**config.mk**
```make
export PLATFORM = sky130hd
export DESIGN_NAME = retire_tag_counter
export DESIGN_NICKNAME = d
export VERILOG_FILES = /design/src/rtl/retire_tag_pkg.sv /design/src/rtl/uop_tag_table.sv /design/src/rtl/retire_tag_counter.sv
export SDC_FILE = /design/constraint.sdc
export NUM_CORES = 1
export LEC_CHECK = 0
export BUFFER_PORTS_ARGS = -buffer_cell sky130_fd_sc_hd__buf_2
export CORE_MARGIN = 10
export CORE_UTILIZATION = 55
export CTS_CLUSTER_DIAMETER = 50
export CTS_CLUSTER_SIZE = 12
export DETAILED_ROUTE_END_ITERATION = 8
export GPL_TIMING_DRIVEN = 0
export PLACE_DENSITY = 0.88
export SETUP_SLACK_MARGIN = 0.4
export SLEW_MARGIN = 40
export SYNTH_ARGS = -nofsm -noshare
export SYNTH_HDL_FRONTEND = slang
export SYNTH_SLANG_ARGS = --single-unit
export TNS_END_PERCENT = 20
```
**constraint.sdc**
```tcl
create_clock -name sys_clk -period 5.85 [get_ports sys_clk]
set_clock_uncertainty 0.15 [all_clocks]
set_input_delay 0 -clock sys_clk [delete_from_list [all_inputs] [get_ports sys_clk]]
set_output_delay 0 -clock sys_clk [all_outputs]
set_load 0.01 [all_outputs]
```
**src/rtl/retire_tag_pkg.sv**
```systemverilog
// Shared types and constants for the retirement event tagging block.
package retire_tag_pkg;

   // Width of the micro-operation identifier carried through the pipeline.
   localparam int UOP_ID_W = 4;
   // Width of the execution tag value and of a selector event mask.
   localparam int TAG_W = 4;
   // Mask bit positions for the path-qualified counting events.
   localparam int MASK_COMMITTED = 0;
   localparam int MASK_SPECULATIVE = 1;
   // Counter reset value.
   localparam logic [31:0] COUNT_RESET = 32'h0000_0000;

   // Counting event choices; the first one (code zero) is the null event.
   typedef enum logic [2:0] {
      EV_NULL,
      EV_FRONT_END,
      EV_EXECUTION,
      EV_REPLAY,
      EV_INSTR_RETIRED,
      EV_UOPS_RETIRED,
      EV_EXEC_RAW
   } event_sel_e;

   // Tagging mechanism that raised a tag event.
   typedef enum logic [1:0] {
      MECH_FRONT_END,
      MECH_EXECUTION,
      MECH_REPLAY
   } tag_mech_e;

   // One event selector together with the enable of the counter it feeds.
   typedef struct packed {
      logic enable;
      event_sel_e code;
      logic [TAG_W-1:0] mask;
   } selector_s;

   // Tag state that travels with one micro-operation.
   typedef struct packed {
      logic front_end;
      logic [TAG_W-1:0] exec;
      logic replay;
   } uop_tags_s;

   // Allocation of a micro-operation into the tracked window.
   typedef struct packed {
      logic valid;
      logic [UOP_ID_W-1:0] id;
      logic untaggable;
   } alloc_s;

   // Detection of a taggable event on one micro-operation.
   typedef struct packed {
      logic valid;
      logic [UOP_ID_W-1:0] id;
      tag_mech_e mech;
      logic [TAG_W-1:0] value;
   } tag_evt_s;

   // A micro-operation leaving the retirement stage.
   typedef struct packed {
      logic valid;
      logic [UOP_ID_W-1:0] id;
      logic bogus;
      logic instr_end;
   } retire_s;

endpackage

```
**src/rtl/uop_tag_table.sv**
```systemverilog
// Per micro-operation tag storage, set by event detection and read at retirement.
module uop_tag_table #(
   parameter int DEPTH = 16
) (
   input wire logic sys_clk,
   input wire logic reset_n,
   input wire logic tag_active,
   input retire_tag_pkg::alloc_s alloc,
   input retire_tag_pkg::tag_evt_s tag_evt,
   input retire_tag_pkg::retire_s retire,
   output retire_tag_pkg::uop_tags_s retire_tags
);

   initial begin
      if (DEPTH < 2 || DEPTH > (1 << retire_tag_pkg::UOP_ID_W)) begin
         $error("uop_tag_table: DEPTH does not fit the identifier width");
      end
   end

   retire_tag_pkg::uop_tags_s tags_reg [DEPTH];
   logic untaggable_reg [DEPTH];

   // An untaggable class or a powered-down tagger never marks the entry.
   wire logic evt_ok = tag_evt.valid && tag_active && !untaggable_reg[tag_evt.id];
   wire logic evt_fe = evt_ok && (tag_evt.mech == retire_tag_pkg::MECH_FRONT_END);
   wire logic evt_ex = evt_ok && (tag_evt.mech == retire_tag_pkg::MECH_EXECUTION);
   wire logic evt_rp = evt_ok && (tag_evt.mech == retire_tag_pkg::MECH_REPLAY);

   // The tags are read in the retirement stage for the retiring entry.
   assign retire_tags = tags_reg[retire.id];

   // Tags only ever OR in, so a repeated event leaves one mark. A new allocation
   // starts a fresh lifetime; retirement discards the tags, bogus or not.
   always_ff @(posedge sys_clk or negedge reset_n) begin
      if (!reset_n) begin
         for (int i = 0; i < DEPTH; i++) begin
            tags_reg[i] <= '0;
            untaggable_reg[i] <= 1'b0;
         end
      end else begin
         for (int i = 0; i < DEPTH; i++) begin
            if (alloc.valid && alloc.id == i) begin
               tags_reg[i] <= '0;
               untaggable_reg[i] <= alloc.untaggable;
            end else if (retire.valid && retire.id == i) begin
               tags_reg[i] <= '0;
            end else if (tag_evt.id == i) begin
               tags_reg[i].front_end <= tags_reg[i].front_end | evt_fe;
               tags_reg[i].exec <= tags_reg[i].exec | (evt_ex ? tag_evt.value : '0);
               tags_reg[i].replay <= tags_reg[i].replay | evt_rp;
            end
         end
      end
   end

   // An event aimed at an untaggable entry must leave that entry without tags.
   a_untaggable_stays: assert property (@(posedge sys_clk) disable iff (!reset_n)
      tag_evt.valid && untaggable_reg[tag_evt.id] |=> tags_reg[$past(tag_evt.id)] == '0)
      else $error("untaggable micro-operation was tagged");

endmodule // uop_tag_table

```
**src/rtl/retire_tag_counter.sv**
```systemverilog
// Retirement event tagging and counting: tag table plus selector-driven counters.
//
// Operation
// - Retirement counting counts committed work, and discarded speculative work only where the speculative mask bit is set.
// - Each micro-operation is exactly one of speculative or committed.
// - A micro-operation is tagged at most once and counted once at retirement.
// - Both raw event occurrences and tagged micro-operations can be counted.
// - Four mechanisms: front-end, execution, replay tags and untagged counting.
// - A tag from one mechanism is invisible to every other mechanism's counter.
// - Execution tagging counts up to four micro-operation types separately.
// - Replay tagging marks replayed micro-operations and mispredicted branches.
// - Untagged counting counts retired instructions and micro-operations without tags.
// - Precise sampling supports one mechanism at a time; a conflict is flagged.
// - I/O, uncacheable, locked, return and far transfer operations are never tagged.
// - Front-end counting needs the committed or speculative mask bit set.
// - A committed tagged operation adds one when any tag bit chosen by the mask is set.
module retire_tag_counter #(
   parameter int NUM_COUNTERS = 4,
   parameter int COUNT_W = 32,
   parameter int TABLE_DEPTH = 16
) (
   input wire logic sys_clk,
   input wire logic reset_n,
   input retire_tag_pkg::selector_s [NUM_COUNTERS-1:0] selector,
   input wire logic precise_sampling,
   input retire_tag_pkg::alloc_s alloc,
   input retire_tag_pkg::tag_evt_s tag_evt,
   input retire_tag_pkg::retire_s retire,
   output logic [NUM_COUNTERS-1:0][COUNT_W-1:0] count,
   output logic precise_conflict
);

   initial begin
      if (NUM_COUNTERS < 1 || COUNT_W < 2 || COUNT_W > 32) begin
         $error("retire_tag_counter: unsupported counter count or width");
      end
   end

   retire_tag_pkg::uop_tags_s retire_tags;
   logic [NUM_COUNTERS-1:0][COUNT_W-1:0] count_reg;
   logic [NUM_COUNTERS-1:0] hit;
   logic precise_conflict_reg;
   logic precise_conflict_next;

   // Does one selector count on this cycle? Kept in one place for every counter.
   function automatic logic counts_now(input retire_tag_pkg::selector_s sel,
                                       input retire_tag_pkg::retire_s ret,
                                       input retire_tag_pkg::uop_tags_s tags,
                                       input retire_tag_pkg::tag_evt_s evt);
      logic path_ok;
      logic committed;
      path_ok = 1'b0;
      committed = ret.valid && !ret.bogus;
      // A bogus operation only counts where the speculative mask bit asks.
      if (ret.valid) begin
         path_ok = ret.bogus ? sel.mask[retire_tag_pkg::MASK_SPECULATIVE]
                             : sel.mask[retire_tag_pkg::MASK_COMMITTED];
      end
      counts_now = 1'b0;
      if (sel.enable) begin
         unique case (sel.code)
            retire_tag_pkg::EV_NULL: counts_now = 1'b0;
            retire_tag_pkg::EV_FRONT_END: counts_now = path_ok && tags.front_end;
            retire_tag_pkg::EV_EXECUTION: counts_now = committed && |(tags.exec & sel.mask);
            retire_tag_pkg::EV_REPLAY: counts_now = path_ok && tags.replay;
            retire_tag_pkg::EV_INSTR_RETIRED: counts_now = path_ok && ret.instr_end;
            retire_tag_pkg::EV_UOPS_RETIRED: counts_now = path_ok;
            retire_tag_pkg::EV_EXEC_RAW: counts_now = evt.valid
               && evt.mech == retire_tag_pkg::MECH_EXECUTION && |(evt.value & sel.mask);
            default: counts_now = 1'b0;
         endcase
      end
   endfunction

   // Is this selector using a tagging mechanism, and which one?
   function automatic logic [2:0] mech_used(input retire_tag_pkg::selector_s sel);
      mech_used = '0;
      if (sel.enable) begin
         mech_used[0] = sel.code == retire_tag_pkg::EV_FRONT_END;
         mech_used[1] = sel.code == retire_tag_pkg::EV_EXECUTION;
         mech_used[2] = sel.code == retire_tag_pkg::EV_REPLAY;
      end
   endfunction

   // With no counter enabled the taggers sit powered down.
   logic [NUM_COUNTERS-1:0] enables;
   logic [2:0] mechs;
   always_comb begin
      mechs = '0;
      for (int i = 0; i < NUM_COUNTERS; i++) begin
         enables[i] = selector[i].enable;
         mechs = mechs | mech_used(selector[i]);
      end
   end
   wire logic tag_active = |enables;

   // Tags are shared under precise sampling, so two mechanisms at once are reported.
   assign precise_conflict_next = precise_sampling && ($countones(mechs) > 1);

   uop_tag_table #(
      .DEPTH(TABLE_DEPTH)
   ) u_tags (
      .sys_clk(sys_clk),
      .reset_n(reset_n),
      .tag_active(tag_active),
      .alloc(alloc),
      .tag_evt(tag_evt),
      .retire(retire),
      .retire_tags(retire_tags)
   );

   // Counter decision per selector; each adds at most one per cycle.
   always_comb begin
      for (int i = 0; i < NUM_COUNTERS; i++) begin
         hit[i] = counts_now(selector[i], retire, retire_tags, tag_evt);
      end
   end

   // Counters wrap on overflow; overflow handling lives elsewhere.
   always_ff @(posedge sys_clk or negedge reset_n) begin
      if (!reset_n) begin
         count_reg <= '{default: retire_tag_pkg::COUNT_RESET[COUNT_W-1:0]};
         precise_conflict_reg <= 1'b0;
      end else begin
         for (int i = 0; i < NUM_COUNTERS; i++) begin
            count_reg[i] <= count_reg[i] + COUNT_W'(hit[i]);
         end
         precise_conflict_reg <= precise_conflict_next;
      end
   end

   assign count = count_reg;
   assign precise_conflict = precise_conflict_reg;

   // Checks on counter 0; the counters are identical copies of the same logic.
   wire retire_tag_pkg::selector_s sel0 = selector[0];

   // Second and last counters are checked too, so more event codes meet a live antecedent.
   localparam int SEL_B = (NUM_COUNTERS > 1) ? 1 : 0;
   localparam int SEL_C = NUM_COUNTERS - 1;
   wire retire_tag_pkg::selector_s sel_b = selector[SEL_B];
   wire retire_tag_pkg::selector_s sel_c = selector[SEL_C];

   a_raw_counted: assert property (@(posedge sys_clk) disable iff (!reset_n)
      sel_b.enable && sel_b.code == retire_tag_pkg::EV_EXEC_RAW && tag_evt.valid
      && tag_evt.mech == retire_tag_pkg::MECH_EXECUTION && |(tag_evt.value & sel_b.mask)
      |=> count[SEL_B] == $past(count[SEL_B]) + COUNT_W'(1))
      else $error("raw execution event not counted");

   a_fe_path_needed: assert property (@(posedge sys_clk) disable iff (!reset_n)
      retire.valid && retire.bogus && sel_b.code == retire_tag_pkg::EV_FRONT_END
      && !sel_b.mask[retire_tag_pkg::MASK_SPECULATIVE] |=> $stable(count[SEL_B]))
      else $error("front-end count without its path mask bit");

   a_uops_counted: assert property (@(posedge sys_clk) disable iff (!reset_n)
      retire.valid && !retire.bogus && sel_c.enable
      && sel_c.code == retire_tag_pkg::EV_UOPS_RETIRED && sel_c.mask[retire_tag_pkg::MASK_COMMITTED]
      |=> count[SEL_C] == $past(count[SEL_C]) + COUNT_W'(1))
      else $error("retired micro-operation not counted");

   a_null_never_counts: assert property (@(posedge sys_clk) disable iff (!reset_n)
      sel0.code == retire_tag_pkg::EV_NULL |=> count[0] == $past(count[0]))
      else $error("null event changed a counter");

   a_disabled_holds: assert property (@(posedge sys_clk) disable iff (!reset_n)
      !sel0.enable [*2] |=> $stable(count[0]))
      else $error("disabled counter moved");

   a_step_at_most_one: assert property (@(posedge sys_clk) disable iff (!reset_n)
      count[0] - $past(count[0]) <= COUNT_W'(1))
      else $error("counter advanced by more than one");

   a_bogus_not_committed: assert property (@(posedge sys_clk) disable iff (!reset_n)
      retire.valid && retire.bogus && sel0.enable
      && !sel0.mask[retire_tag_pkg::MASK_SPECULATIVE]
      && sel0.code != retire_tag_pkg::EV_EXEC_RAW |=> $stable(count[0]))
      else $error("cancelled work reached a committed count");

   a_instr_counted: assert property (@(posedge sys_clk) disable iff (!reset_n)
      retire.valid && !retire.bogus && retire.instr_end && sel0.enable
      && sel0.code == retire_tag_pkg::EV_INSTR_RETIRED
      && sel0.mask[retire_tag_pkg::MASK_COMMITTED]
      |=> count[0] == $past(count[0]) + COUNT_W'(1))
      else $error("retired instruction not counted");

   a_exec_tag_counted: assert property (@(posedge sys_clk) disable iff (!reset_n)
      retire.valid && !retire.bogus && sel0.enable
      && sel0.code == retire_tag_pkg::EV_EXECUTION && |(retire_tags.exec & sel0.mask)
      |=> count[0] == $past(count[0]) + COUNT_W'(1))
      else $error("execution tagged operation not counted");

   a_other_tag_unseen: assert property (@(posedge sys_clk) disable iff (!reset_n)
      retire.valid && sel0.code == retire_tag_pkg::EV_REPLAY && !retire_tags.replay
      |=> $stable(count[0]))
      else $error("replay counter saw a foreign tag");

   a_replay_counted: assert property (@(posedge sys_clk) disable iff (!reset_n)
      retire.valid && !retire.bogus && sel0.enable && retire_tags.replay
      && sel0.code == retire_tag_pkg::EV_REPLAY
      && sel0.mask[retire_tag_pkg::MASK_COMMITTED]
      |=> count[0] == $past(count[0]) + COUNT_W'(1))
      else $error("replay tagged operation not counted");

   a_precise_flag: assert property (@(posedge sys_clk) disable iff (!reset_n)
      !precise_sampling |=> !precise_conflict)
      else $error("conflict flagged without precise sampling");

   c_exec_count: cover property (@(posedge sys_clk) disable iff (!reset_n)
      retire.valid && !retire.bogus && |retire_tags.exec);
   c_bogus_retire: cover property (@(posedge sys_clk) disable iff (!reset_n)
      retire.valid && retire.bogus && retire_tags.front_end);
   c_raw_event: cover property (@(posedge sys_clk) disable iff (!reset_n)
      hit[0] && sel0.code == retire_tag_pkg::EV_EXEC_RAW);
   c_precise_conflict: cover property (@(posedge sys_clk) disable iff (!reset_n)
      precise_conflict);
   c_uops_retired: cover property (@(posedge sys_clk) disable iff (!reset_n)
      hit[SEL_C] && sel_c.code == retire_tag_pkg::EV_UOPS_RETIRED);

endmodule // retire_tag_counter

```
==> impl_metrics.toml, run 1 <==
[synthesis]
synth_area_per_cell_um2 = 10.8
synth.yosys.seq_area_share = 0.522
synth.net_count = 1141
synth_flop_cell = "dfrtp_1"
synth_edf_count = 0
postSynthCellCount = 1072
synth_area_um2 = 11500
ys_ff_latch = 241
yosys_warnings = 0
synth-async-reset-ratio = 1.00
yosysUniqueCellTypes = 61

[global_routing]
grt_max_degree = 80
track_usage = 0.260
grt_pass1_vias = 10200
antenna_found_initial = 3
grt_overflow = 0
grt_pass1_wl_mm = 56.7

[route]
wl_per_cell_um = 22.6
firstDrtPassIters = 8
drt.antenna.violating_nets = 0
vias = 10200
drt_iter0_markers = 1404
vias_per_cell = 6.32
route.final.wire_length_mm = 36.3
drc = 0

[die]
die_h_um = 165
die_area_um2 = 27200
dieWidth_um = 165
core_um2 = 20400
ioPinCount = 188
rows = 52
start_util = 0.565

[sta]
fin_setup_tns_ns = 0
tightest_slew_ns = 0.881
hold_violations = 0
slew_viol_final = 0
period_minus_slack_ns = 4.93
finalCritPeriodShare = 0.842
max_slew_margin = 0.413
holdWs_ns = 0.0627
fmaxAchievable_mhz = 203
rsz0062_at_grt = "false"
finalSetupViolCount = 0

[final_layout]
final_area_um2 = 14100
multi_input_area_um2 = 5340
finalNonFillerCells = 1608
fill_cells = 1341
drive_above_1_share = 0.229
largest_reg_flops = 128
seqCellArea_um2 = 6030
fin_nets = 1389
area_growth_pct = 22.0

[clock_tree]
insertion_delay_ns = 0.53
h-tree-depth = 1
cts_root_buf = "clkbuf_16"
cts_buffers = 27
cts_sinks = 241
cts_tree = "built"
clockBufferDepth = 3
postCtsSetupRepairBufs = 0
clk_pin_slew_worst_paths_ns = 0.06

[placement]
dp.cells = 1526
dpl_cell_area_um2 = 12900
dp.final_hpwl_mm = 24.7
io_buffers = 181
gp_congestion = 0.934

[critical_path]
crit_fanout = 10
end_kind = "register"
critPathArrivalTime_ns = 5.22
cp.required_ns = 6.14
cpMaxStageDelayCell = "nor4_2"
path_class = "input pin to register"
cp-start-kind = "input pin"
slowest_delay_ns = 0.62
path_buf_inv = 4
crit_top_cell = "nand3_1"
cp_cell_sequence = "clkbuf_2, clkbuf_1, buf_1, a2bb2oi_1, nand3_1, nor3_1, a2111oi_0, dlygate4sd3_1, o311ai_0, ha_1, nand3_1, nor4_2, nand2_1, or3_1, nor2_1, xor2_1"
cp_top_family = "simple AND/OR/NAND/NOR gates"
rrSetupSlack_ns = 1.07

[run_status]
outcome = "completed"

[power]
powerDensity_nw_per_um2 = 277
peakVddDrop_v = 0.000206
power_w = 0.00390
p_leak_nw = 6.97

[worst_hold_path]
hp-class = "input pin to register"

[flow_run]
maxCapViolCount = 0
-- tightest hold or removal path: stages --
cell	delay, ns
buf_2	0.13
a311o_1	0.26
o311ai_0	0.16
ha_1	0.15
-- cells by family (layout without fill, tap and decap cells) --
kind of cell,count (synthesis),after routing,share of synthesized area
fa+ha+maj,10,10,0.0108
mux,63,63,0.0842
compound gates,166,166,0.0862
simple gates,433,433,0.186
other cells,0,7,0
flops,241,241,0.522
buf+inv,39,298,0.0193
xor+xnor,120,120,0.0910
-- cell usage in the layout, fill, tap and decap left out, types with 4 or more instances in the layout --
master / Yosys / routed
a21oi_1: 102 / 102
a221oi_1: 4 / 4
a22o_1: 8 / 8
a22oi_1: 6 / 6
a31oi_1: 8 / 8
and2_1: 4 / 4
and3_1: 26 / 26
and4_1: 14 / 14
buf_2: 7 / 188
buf_4: 4 / 4
buf_6: 7 / 7
clkbuf_1: 12 / 14
clkbuf_16: 0 / 27
clkbuf_8: 0 / 4
dfrtp_1: 241 / 241
diode_2: 0 / 7
dlygate4sd3_1: 0 / 33
ha_1: 10 / 10
inv_1: 7 / 7
mux2_2: 20 / 20
mux2i_1: 18 / 18
mux4_2: 24 / 24
nand2_1: 70 / 70
nand2b_1: 11 / 11
nand3_1: 63 / 63
nand3b_1: 10 / 10
nand4_1: 21 / 21
nor2_1: 154 / 154
nor2b_1: 9 / 9
nor3_1: 19 / 14
nor3_2: 0 / 5
o21ai_1: 6 / 6
o22ai_1: 11 / 11
or2_2: 5 / 5
or3_1: 9 / 9
xnor2_1: 86 / 86
xor2_1: 34 / 34
-- timing repair --
action	4_1_cts	5_1_grt
hold buffers	34	0
gates resized for setup	0	3
endpoints found under the setup margin	0	9
endpoints found under the hold margin	323	0
-- per-stage QoR --
stage / utilization / worst slack, ns
floorplan: - / 2.23
global placement: 0.626 / 0.587
detailed placement: 0.632 / 0.829
CTS: 0.687 / 0.649
global route: 0.689 / 0.577
finish: 0.689 / 0.924
-- synthesized netlist by cell type (all sizes together) (2+ instances only) --
| cell type | instances | area share |
|---|---|---|
| a21oi | 102 | 0.044 |
| a221oi | 4 | 0.0030 |
| a22o | 8 | 0.0061 |
| a22oi | 6 | 0.0039 |
| a31oi | 8 | 0.0043 |
| and2 | 5 | 0.0027 |
| and3 | 26 | 0.014 |
| and4 | 14 | 0.011 |
| buf | 20 | 0.013 |
| clkbuf | 12 | 0.0039 |
| dfrtp | 241 | 0.52 |
| ha | 10 | 0.011 |
| inv | 7 | 0.0023 |
| mux2 | 20 | 0.020 |
| mux2i | 18 | 0.016 |
| mux4 | 25 | 0.049 |
| nand2 | 70 | 0.023 |
| nand2b | 11 | 0.0060 |
| nand3 | 63 | 0.027 |
| nand3b | 10 | 0.0065 |
| nand4 | 21 | 0.011 |
| nor2 | 155 | 0.051 |
| nor2b | 9 | 0.0049 |
| nor3 | 19 | 0.0082 |
| nor4 | 7 | 0.0051 |
| nor4b | 3 | 0.0036 |
| o2111ai | 2 | 0.0015 |
| o211a | 3 | 0.0026 |
| o211ai | 2 | 0.0013 |
| o21ai | 7 | 0.0030 |
| o22ai | 11 | 0.0060 |
| o32ai | 3 | 0.0023 |
| or2 | 5 | 0.0027 |
| or3 | 9 | 0.0049 |
| xnor2 | 86 | 0.065 |
| xor2 | 34 | 0.026 |
-- power breakdown --
group / leakage (nW) / internal, W / switching (W)
sequential: 3.30 / 0.00178 / 0.0000959
clock: 0.388 / 0.000888 / 0.000666
combinational: 3.29 / 0.000196 / 0.000275
total: 6.97 / 0.00287 / 0.00104
-- cell type report --
class	count	area share
buffer	32	0.0140
antenna	7	0.00124
clock buffer	34	0.0527
tap	270	0.0240
multi-input combinational	792	0.379
inverter	7	0.00187
clock inverter	6	0.00329
timing repair buffer	219	0.0951
sequential	241	0.428
-- path summary, 6_finish.rpt --
path | from | endpoint | cells after the start
worst max-delay path | retire[2] | count[61] | 16
worst min-delay path | selector[12] | count[32] | 4
worst max register to register | u_tags.tags_reg[87] | count[126] | 16
worst min register to register | count[63] | count[63] | 1
max in group asynchronous | reset_n | u_tags.tags_reg[11] | 5
min in group asynchronous | reset_n | count[53] | 4
-- layer usage --
metal	track usage	vias up	share of wire
met5	0	-	0
met4	0.115	0	0.046
met3	0.0759	148	0.13
met2	0.428	739	0.47
met1	0.313	4939	0.35
li1	-	4337	-
Power figures use the tool's default switching activity.
==> run 2: changes to the inputs <==
- ABC_AREA: not set -> 1
- CORE_UTILIZATION: 55 -> 52
- PLACE_DENSITY: 0.88 -> 0.87
- clock period: 5.85 -> 4.4 ns (I/O delays scaled with it)
==> run 2 against run 1 <==
Net effect: sequential share of layout area fell by 4.2 points; final cell count up 39%; sequential cell count unchanged; non-clock buffer count is 18 higher; hold slack got worse by 0.052 ns; final area grew 11%; die area is 14% higher; clock power grew 67%; sequential power grew 37%; synthesized cell count rose by 51%; largest cell class unchanged; highest routed layer is now met5.
==> impl_metrics.toml, run 2 <==
[final_layout]
largest_reg_flops = 128
finalNonFillerCells = 2230
final_common_cell = "nand2_1"
final_area_um2 = 15600
final_cell_mix = "407 x nand2_1, 241 x dfrtp_1, 222 x inv_1, 195 x buf_2, 169 x nor2_1"
drive_above_1_share = 0.150
fill_cells = 1949
fin_nets = 1950
area_growth_pct = 23.3

[worst_hold_path]
hp-class = "input pin to register"

[global_routing]
grt_max_degree = 73
grt_pass1_wl_mm = 63.7
antenna_found_initial = 3
grt_overflow = 0
grt_pass1_vias = 11900
track_usage = 0.254

[clock_tree]
cts_sinks = 241
h-tree-depth = 1
cts_buffers = 31
cts_tree = "built"
cts_root_buf = "clkbuf_16"
clk_pin_slew_worst_paths_ns = 0.06
clockBufferDepth = 3
insertion_delay_ns = 0.56

[placement]
dp.final_hpwl_mm = 29.5
dpl_cell_area_um2 = 14100
io_buffers = 185
gp_congestion = 0.963
dp.cells = 2132

[synthesis]
synthTopCellsByArea = "dfrtp_1 48%, nand2_1 12%, inv_1 6.6%"
synth_area_um2 = 12700
yosysUniqueCellTypes = 40
synth_edf_count = 0
synth_area_per_cell_um2 = 7.81
synth_top_area_cell = "dfrtp_1"
synth.net_count = 1689
synth_top_area_frac = 0.477
synth-async-reset-ratio = 1.00
synth.yosys.seq_area_share = 0.477
synth_common_cells = "407 x nand2_1, 241 x dfrtp_1, 222 x inv_1"
synth_most_common_cell = "nand2_1"
yosys_warnings = 0
synth_flop_cell = "dfrtp_1"
ys_ff_latch = 241
postSynthCellCount = 1620

[route]
drc = 0
firstDrtPassIters = 9
route.final.wire_length_mm = 41.1
vias = 12600
drt.antenna.violating_nets = 0
vias_per_cell = 5.64
wl_per_cell_um = 18.4
drt_iter0_markers = 1679

[flow_run]
maxCapViolCount = 0

[die]
ioPinCount = 188
die_area_um2 = 31000
rows = 57
die_h_um = 176
dieWidth_um = 176
core_um2 = 24100
start_util = 0.525

[sta]
finalCritPeriodShare = 0.894
slew_viol_final = 0
holdWs_ns = 0.0106
max_slew_margin = 0.431
tightest_slew_ns = 0.847
rsz0062_at_grt = "true"
finalSetupViolCount = 0
hold_violations = 0
period_minus_slack_ns = 3.93
fmaxAchievable_mhz = 254

[critical_path]
cpMaxStageDelayCell = "dfrtp_1"
path_class = "register to register"
slowest_delay_ns = 0.32
critPathArrivalTime_ns = 4.26
cp.required_ns = 4.72
end_kind = "register"
rrSetupSlack_ns = 0.47
crit_top_cell = "nand2_1"
crit_fanout = 3
cp-start-kind = "register"

[power]
peakVddDrop_v = 0.000333
power_w = 0.00603
p_leak_nw = 8.05
powerDensity_nw_per_um2 = 386

[run_status]
outcome = "completed"
run 2: cell types whose count changed in the layout (fill, tap and decap cells not counted), moves of 20 or more:
cell	before	now
nand4_1	21	88
xor2_1	34	80
nor3_1	14	51
and3_1	26	0
mux2_2	20	0
o21ai_0	1	46
nand2_1	70	407
inv_1	7	222
xnor2_1	86	36
mux4_2	24	0
run 2: worst paths after layout:
| path | depth (start not counted) | end | from |
|---|---|---|---|
| setup / recovery | 25 | count[60] | u_tags.tags_reg[20] |
| hold / removal | 8 | count[64] | selector[17] |
| setup reg to reg | 25 | count[60] | u_tags.tags_reg[20] |
| hold reg to reg | 1 | count[43] | count[43] |
| max in group asynchronous | 5 | u_tags.tags_reg[39] | reset_n |
| min in group asynchronous | 4 | count[123] | reset_n |
run 2: area by class of cell:
cell class / instances / area [µm²] / area share
Clock buffer: 39 / 846 / 0.0542
Buffer: 41 / 186 / 0.0119
Antenna cell: 3 / 7.51 / 0.000481
Timing Repair Buffer: 228 / 1420 / 0.0913
Multi-Input combinational cell: 1113 / 5650 / 0.362
Sequential cell: 241 / 6030 / 0.386
Inverter: 225 / 845 / 0.0541
Tap cell: 324 / 405 / 0.0260
Clock inverter: 16 / 211 / 0.0136
run 2: timing repair:
item	in CTS	in global routing
gates resized for setup	0	14
hold endpoints to repair	361	0
hold buffers	38	0
endpoints found under the setup margin	0	23
setup buffers	0	2
run 2: kinds of logic (layout without fill, tap and decap cells):
| family | count (synthesis) | after routing | synth area share |
|---|---|---|---|
| and+or+nand+nor | 816 | 816 | 0.280 |
| buffers and inverters | 266 | 549 | 0.0815 |
| DFF | 241 | 241 | 0.477 |
| AOI/OAI and AO/OA | 171 | 171 | 0.0719 |
| xor gates and xnor gates | 116 | 116 | 0.0803 |
| adders and majority gates | 10 | 10 | 0.00989 |
| other | 0 | 3 | 0 |
run 2: per-layer routing:
layer | track usage | wire length (µm)
met1 | 0.321 | 15300
met2 | 0.412 | 19200
met3 | 0.0564 | 4820
met4 | 0.111 | 1750
met5 | 0 | 26
run 2: metrics by stage:
| stage | worst slack (ns) | utilization | setup TNS, ns |
|---|---|---|---|
| floorplan | 1.38 | - | 0 |
| global placement | -0.987 | 0.580 | -231.97 |
| detailed placement | 0.117 | 0.584 | 0 |
| CTS | 0.461 | 0.644 | 0 |
| global route | 0.325 | 0.647 | 0 |
| finish | 0.465 | 0.647 | 0 |
run 2: worst max-delay path: cells and delay by family, from the launching register on:
family / cells / cell delay (ns)
XOR/XNOR: 1 / 0.15
flip-flops: 1 / 0.32
adder cells (fa/ha/maj): 2 / 0.43
buffers and inverters: 2 / 0.09
AND/OR/NAND/NOR: 19 / 2.49
AO/OA/AOI/OAI: 1 / 0.18
run 2: report_power, final:
group	leakage, nW	total, W	internal, W	switching [W]
Combinational	4.37	0.000866	0.000311	0.000556
Sequential	3.17	0.00258	0.00243	0.000149
Clock	0.515	0.00259	0.00160	0.000987
==> run 3: changes to the inputs <==
- ABC_AREA: 1 -> 0
- CORE_UTILIZATION: 52 -> 51
- PLACE_DENSITY: 0.87 -> 0.86
- SETUP_SLACK_MARGIN: 0.4 -> 0.05
==> run 3 against run 2 <==
Net effect: first-iteration DRC count fell by 30%; critical path type unchanged; largest cell class unchanged; clock power fell by 7%; worst setup slack got worse by 0.30 ns; clock-buffer cell count fell by 3; sequential cell count did not move; wire length fell by 11%; final cell count fell by 27%.
==> impl_metrics.toml, run 3 (synthesis gave the netlist of run 1 again) <==
[clock_tree]
cts_tree = "built"
cts_buffers = 29
insertion_delay_ns = 0.56
clk_pin_slew_worst_paths_ns = 0.06
cts_root_buf = "clkbuf_16"
cts_sinks = 241
clockBufferDepth = 3
h-tree-depth = 1

[die]
start_util = 0.524
die_area_um2 = 29100
die_h_um = 170
ioPinCount = 188
core_um2 = 22000
rows = 54
dieWidth_um = 170

[power]
p_int_w = 0.00410
p_sw_frac = 0.265
p_comb_frac = 0.121
powerDensity_nw_per_um2 = 391
p_leak_nw = 7.07
p_clk_frac = 0.432
p_sw_w = 0.00148
power_frac_seq = 0.447
peakVddDrop_v = 0.000281

[critical_path]
cp.required_ns = 4.68
path_class = "register to register"
cp_cell_sequence = "mux4_2, a22o_1, a221o_1, and3_1, a31oi_1, dlygate4sd3_1, nand3_1, ha_1, ha_1, and3_1, clkbuf_1, and2_1, nand3_2, nor2_1, xor2_1"
end_kind = "register"
slowest_delay_ns = 0.58
cp-start-kind = "register"
critPathArrivalTime_ns = 4.52
cpMaxStageDelayCell = "dlygate4sd3_1"
crit_fanout = 6

[sta]
finalSetupViolCount = 0
period_minus_slack_ns = 4.24
finalCritPeriodShare = 0.963
rsz0062_at_grt = "false"
max_slew_margin = 0.434
fin_setup_tns_ns = 0
hold_violations = 0
tightest_slew_ns = 0.843
holdWs_ns = 0.00289
fmaxAchievable_mhz = 236
slew_viol_final = 0

[final_layout]
final_cell_mix = "241 x dfrtp_1, 188 x buf_2, 154 x nor2_1, 102 x a21oi_1, 86 x xnor2_1"
drive_above_1_share = 0.233
final_common_cell = "dfrtp_1"
area_growth_pct = 23.6
largest_reg_flops = 128
fin_nets = 1391

[global_routing]
antenna_found_initial = 8
grt_pass1_wl_mm = 56.2
grt_max_degree = 80
track_usage = 0.243
grt_pass1_vias = 10100
grt_overflow = 0

[route]
wl_met1_mm = 13.4
wl_met2_mm = 16.9
route.final.wire_length_mm = 36.5
wl_per_cell_um = 22.4
wl_met3_mm = 4.37
highest_layer = "met5"
drt.antenna.violating_nets = 0
vias = 10100
drc = 0
vias_per_cell = 6.22
firstDrtPassIters = 6
drt_iter0_markers = 1176

[placement]
gp_congestion = 0.954
io_buffers = 181
dp.final_hpwl_mm = 25.5

[flow_run]
maxCapViolCount = 0

[run_status]
outcome = "completed"

[worst_hold_path]
hp-class = "input pin to register"
run 3: metal layers:
layer / vias up / track usage
met5: - / 0
met4: 8 / 0.0999
met3: 169 / 0.0717
met2: 727 / 0.407
met1: 4850 / 0.287
li1: 4359 / -
run 3: metrics by stage:
step	power, W	setup slack [ns]	instance area [µm²]	util	std cells
detailed placement	0.00311	-0.677	12900	0.586	1536
global placement	0.00307	-0.874	12800	0.581	1533
floorplan	0.00281	0.779	11500	-	1072
global route	0.00575	0.0586	14300	0.648	1622
finish	0.00558	0.164	14300	0.648	1625
CTS	0.00556	0.0849	14200	0.646	1620
run 3: power by group through the flow:
stage / Sequential, W / Clock (W) / Combinational, W
2_1_floorplan: 0.00252 / 0 / 0.000294
4_1_cts: 0.00249 / 0.00243 / 0.000650
6_report: 0.00249 / 0.00241 / 0.000674
5_1_grt: 0.00251 / 0.00252 / 0.000725
3_3_place_gp: 0.00251 / 0 / 0.000560
3_5_place_dp: 0.00252 / 0 / 0.000592
run 3: final timing paths:
check | depth (start not counted) | from | to | slack [ns]
worst max-delay path | 15 | u_tags.tags_reg[39] | count[122] | 0.16
worst min-delay path | 5 | selector[21] | precise_conflict | 0.003
worst max register to register | 15 | u_tags.tags_reg[39] | count[122] | 0.16
worst min register to register | 1 | count[95] | count[95] | 0.33
max in group asynchronous | 5 | reset_n | u_tags.tags_reg[15] | 2.96
min in group asynchronous | 4 | reset_n | count[21] | 0.45
run 3: worst max-delay path, delay by kind of cell (launching register included):
| family | cells | cell delay, ns |
|---|---|---|
| fa+ha+maj | 2 | 0.51 |
| compound gates | 3 | 0.73 |
| simple gates | 6 | 0.95 |
| xor+xnor | 1 | 0.14 |
| flops | 1 | 0.39 |
| mux | 1 | 0.48 |
| buf+inv | 2 | 0.75 |
run 3: repair_timing:
action,CTS,global route
buffers inserted,0,0
endpoints found under the setup margin,3,19
gates cloned,0,0
hold buffers,35,0
endpoints found under the hold margin,333,0
gates resized for setup,1,5
run 3: area by class of cell:
class / instances / area (µm²)
antenna: 5 / 12.5
multi-input combinational: 792 / 5350
fill: 1562 / 7760
clock inverter: 13 / 175
clock buffer: 36 / 782
tap: 280 / 350
inverter: 7 / 26.3
sequential: 241 / 6030
buffer: 32 / 198
timing repair buffer: 219 / 1340
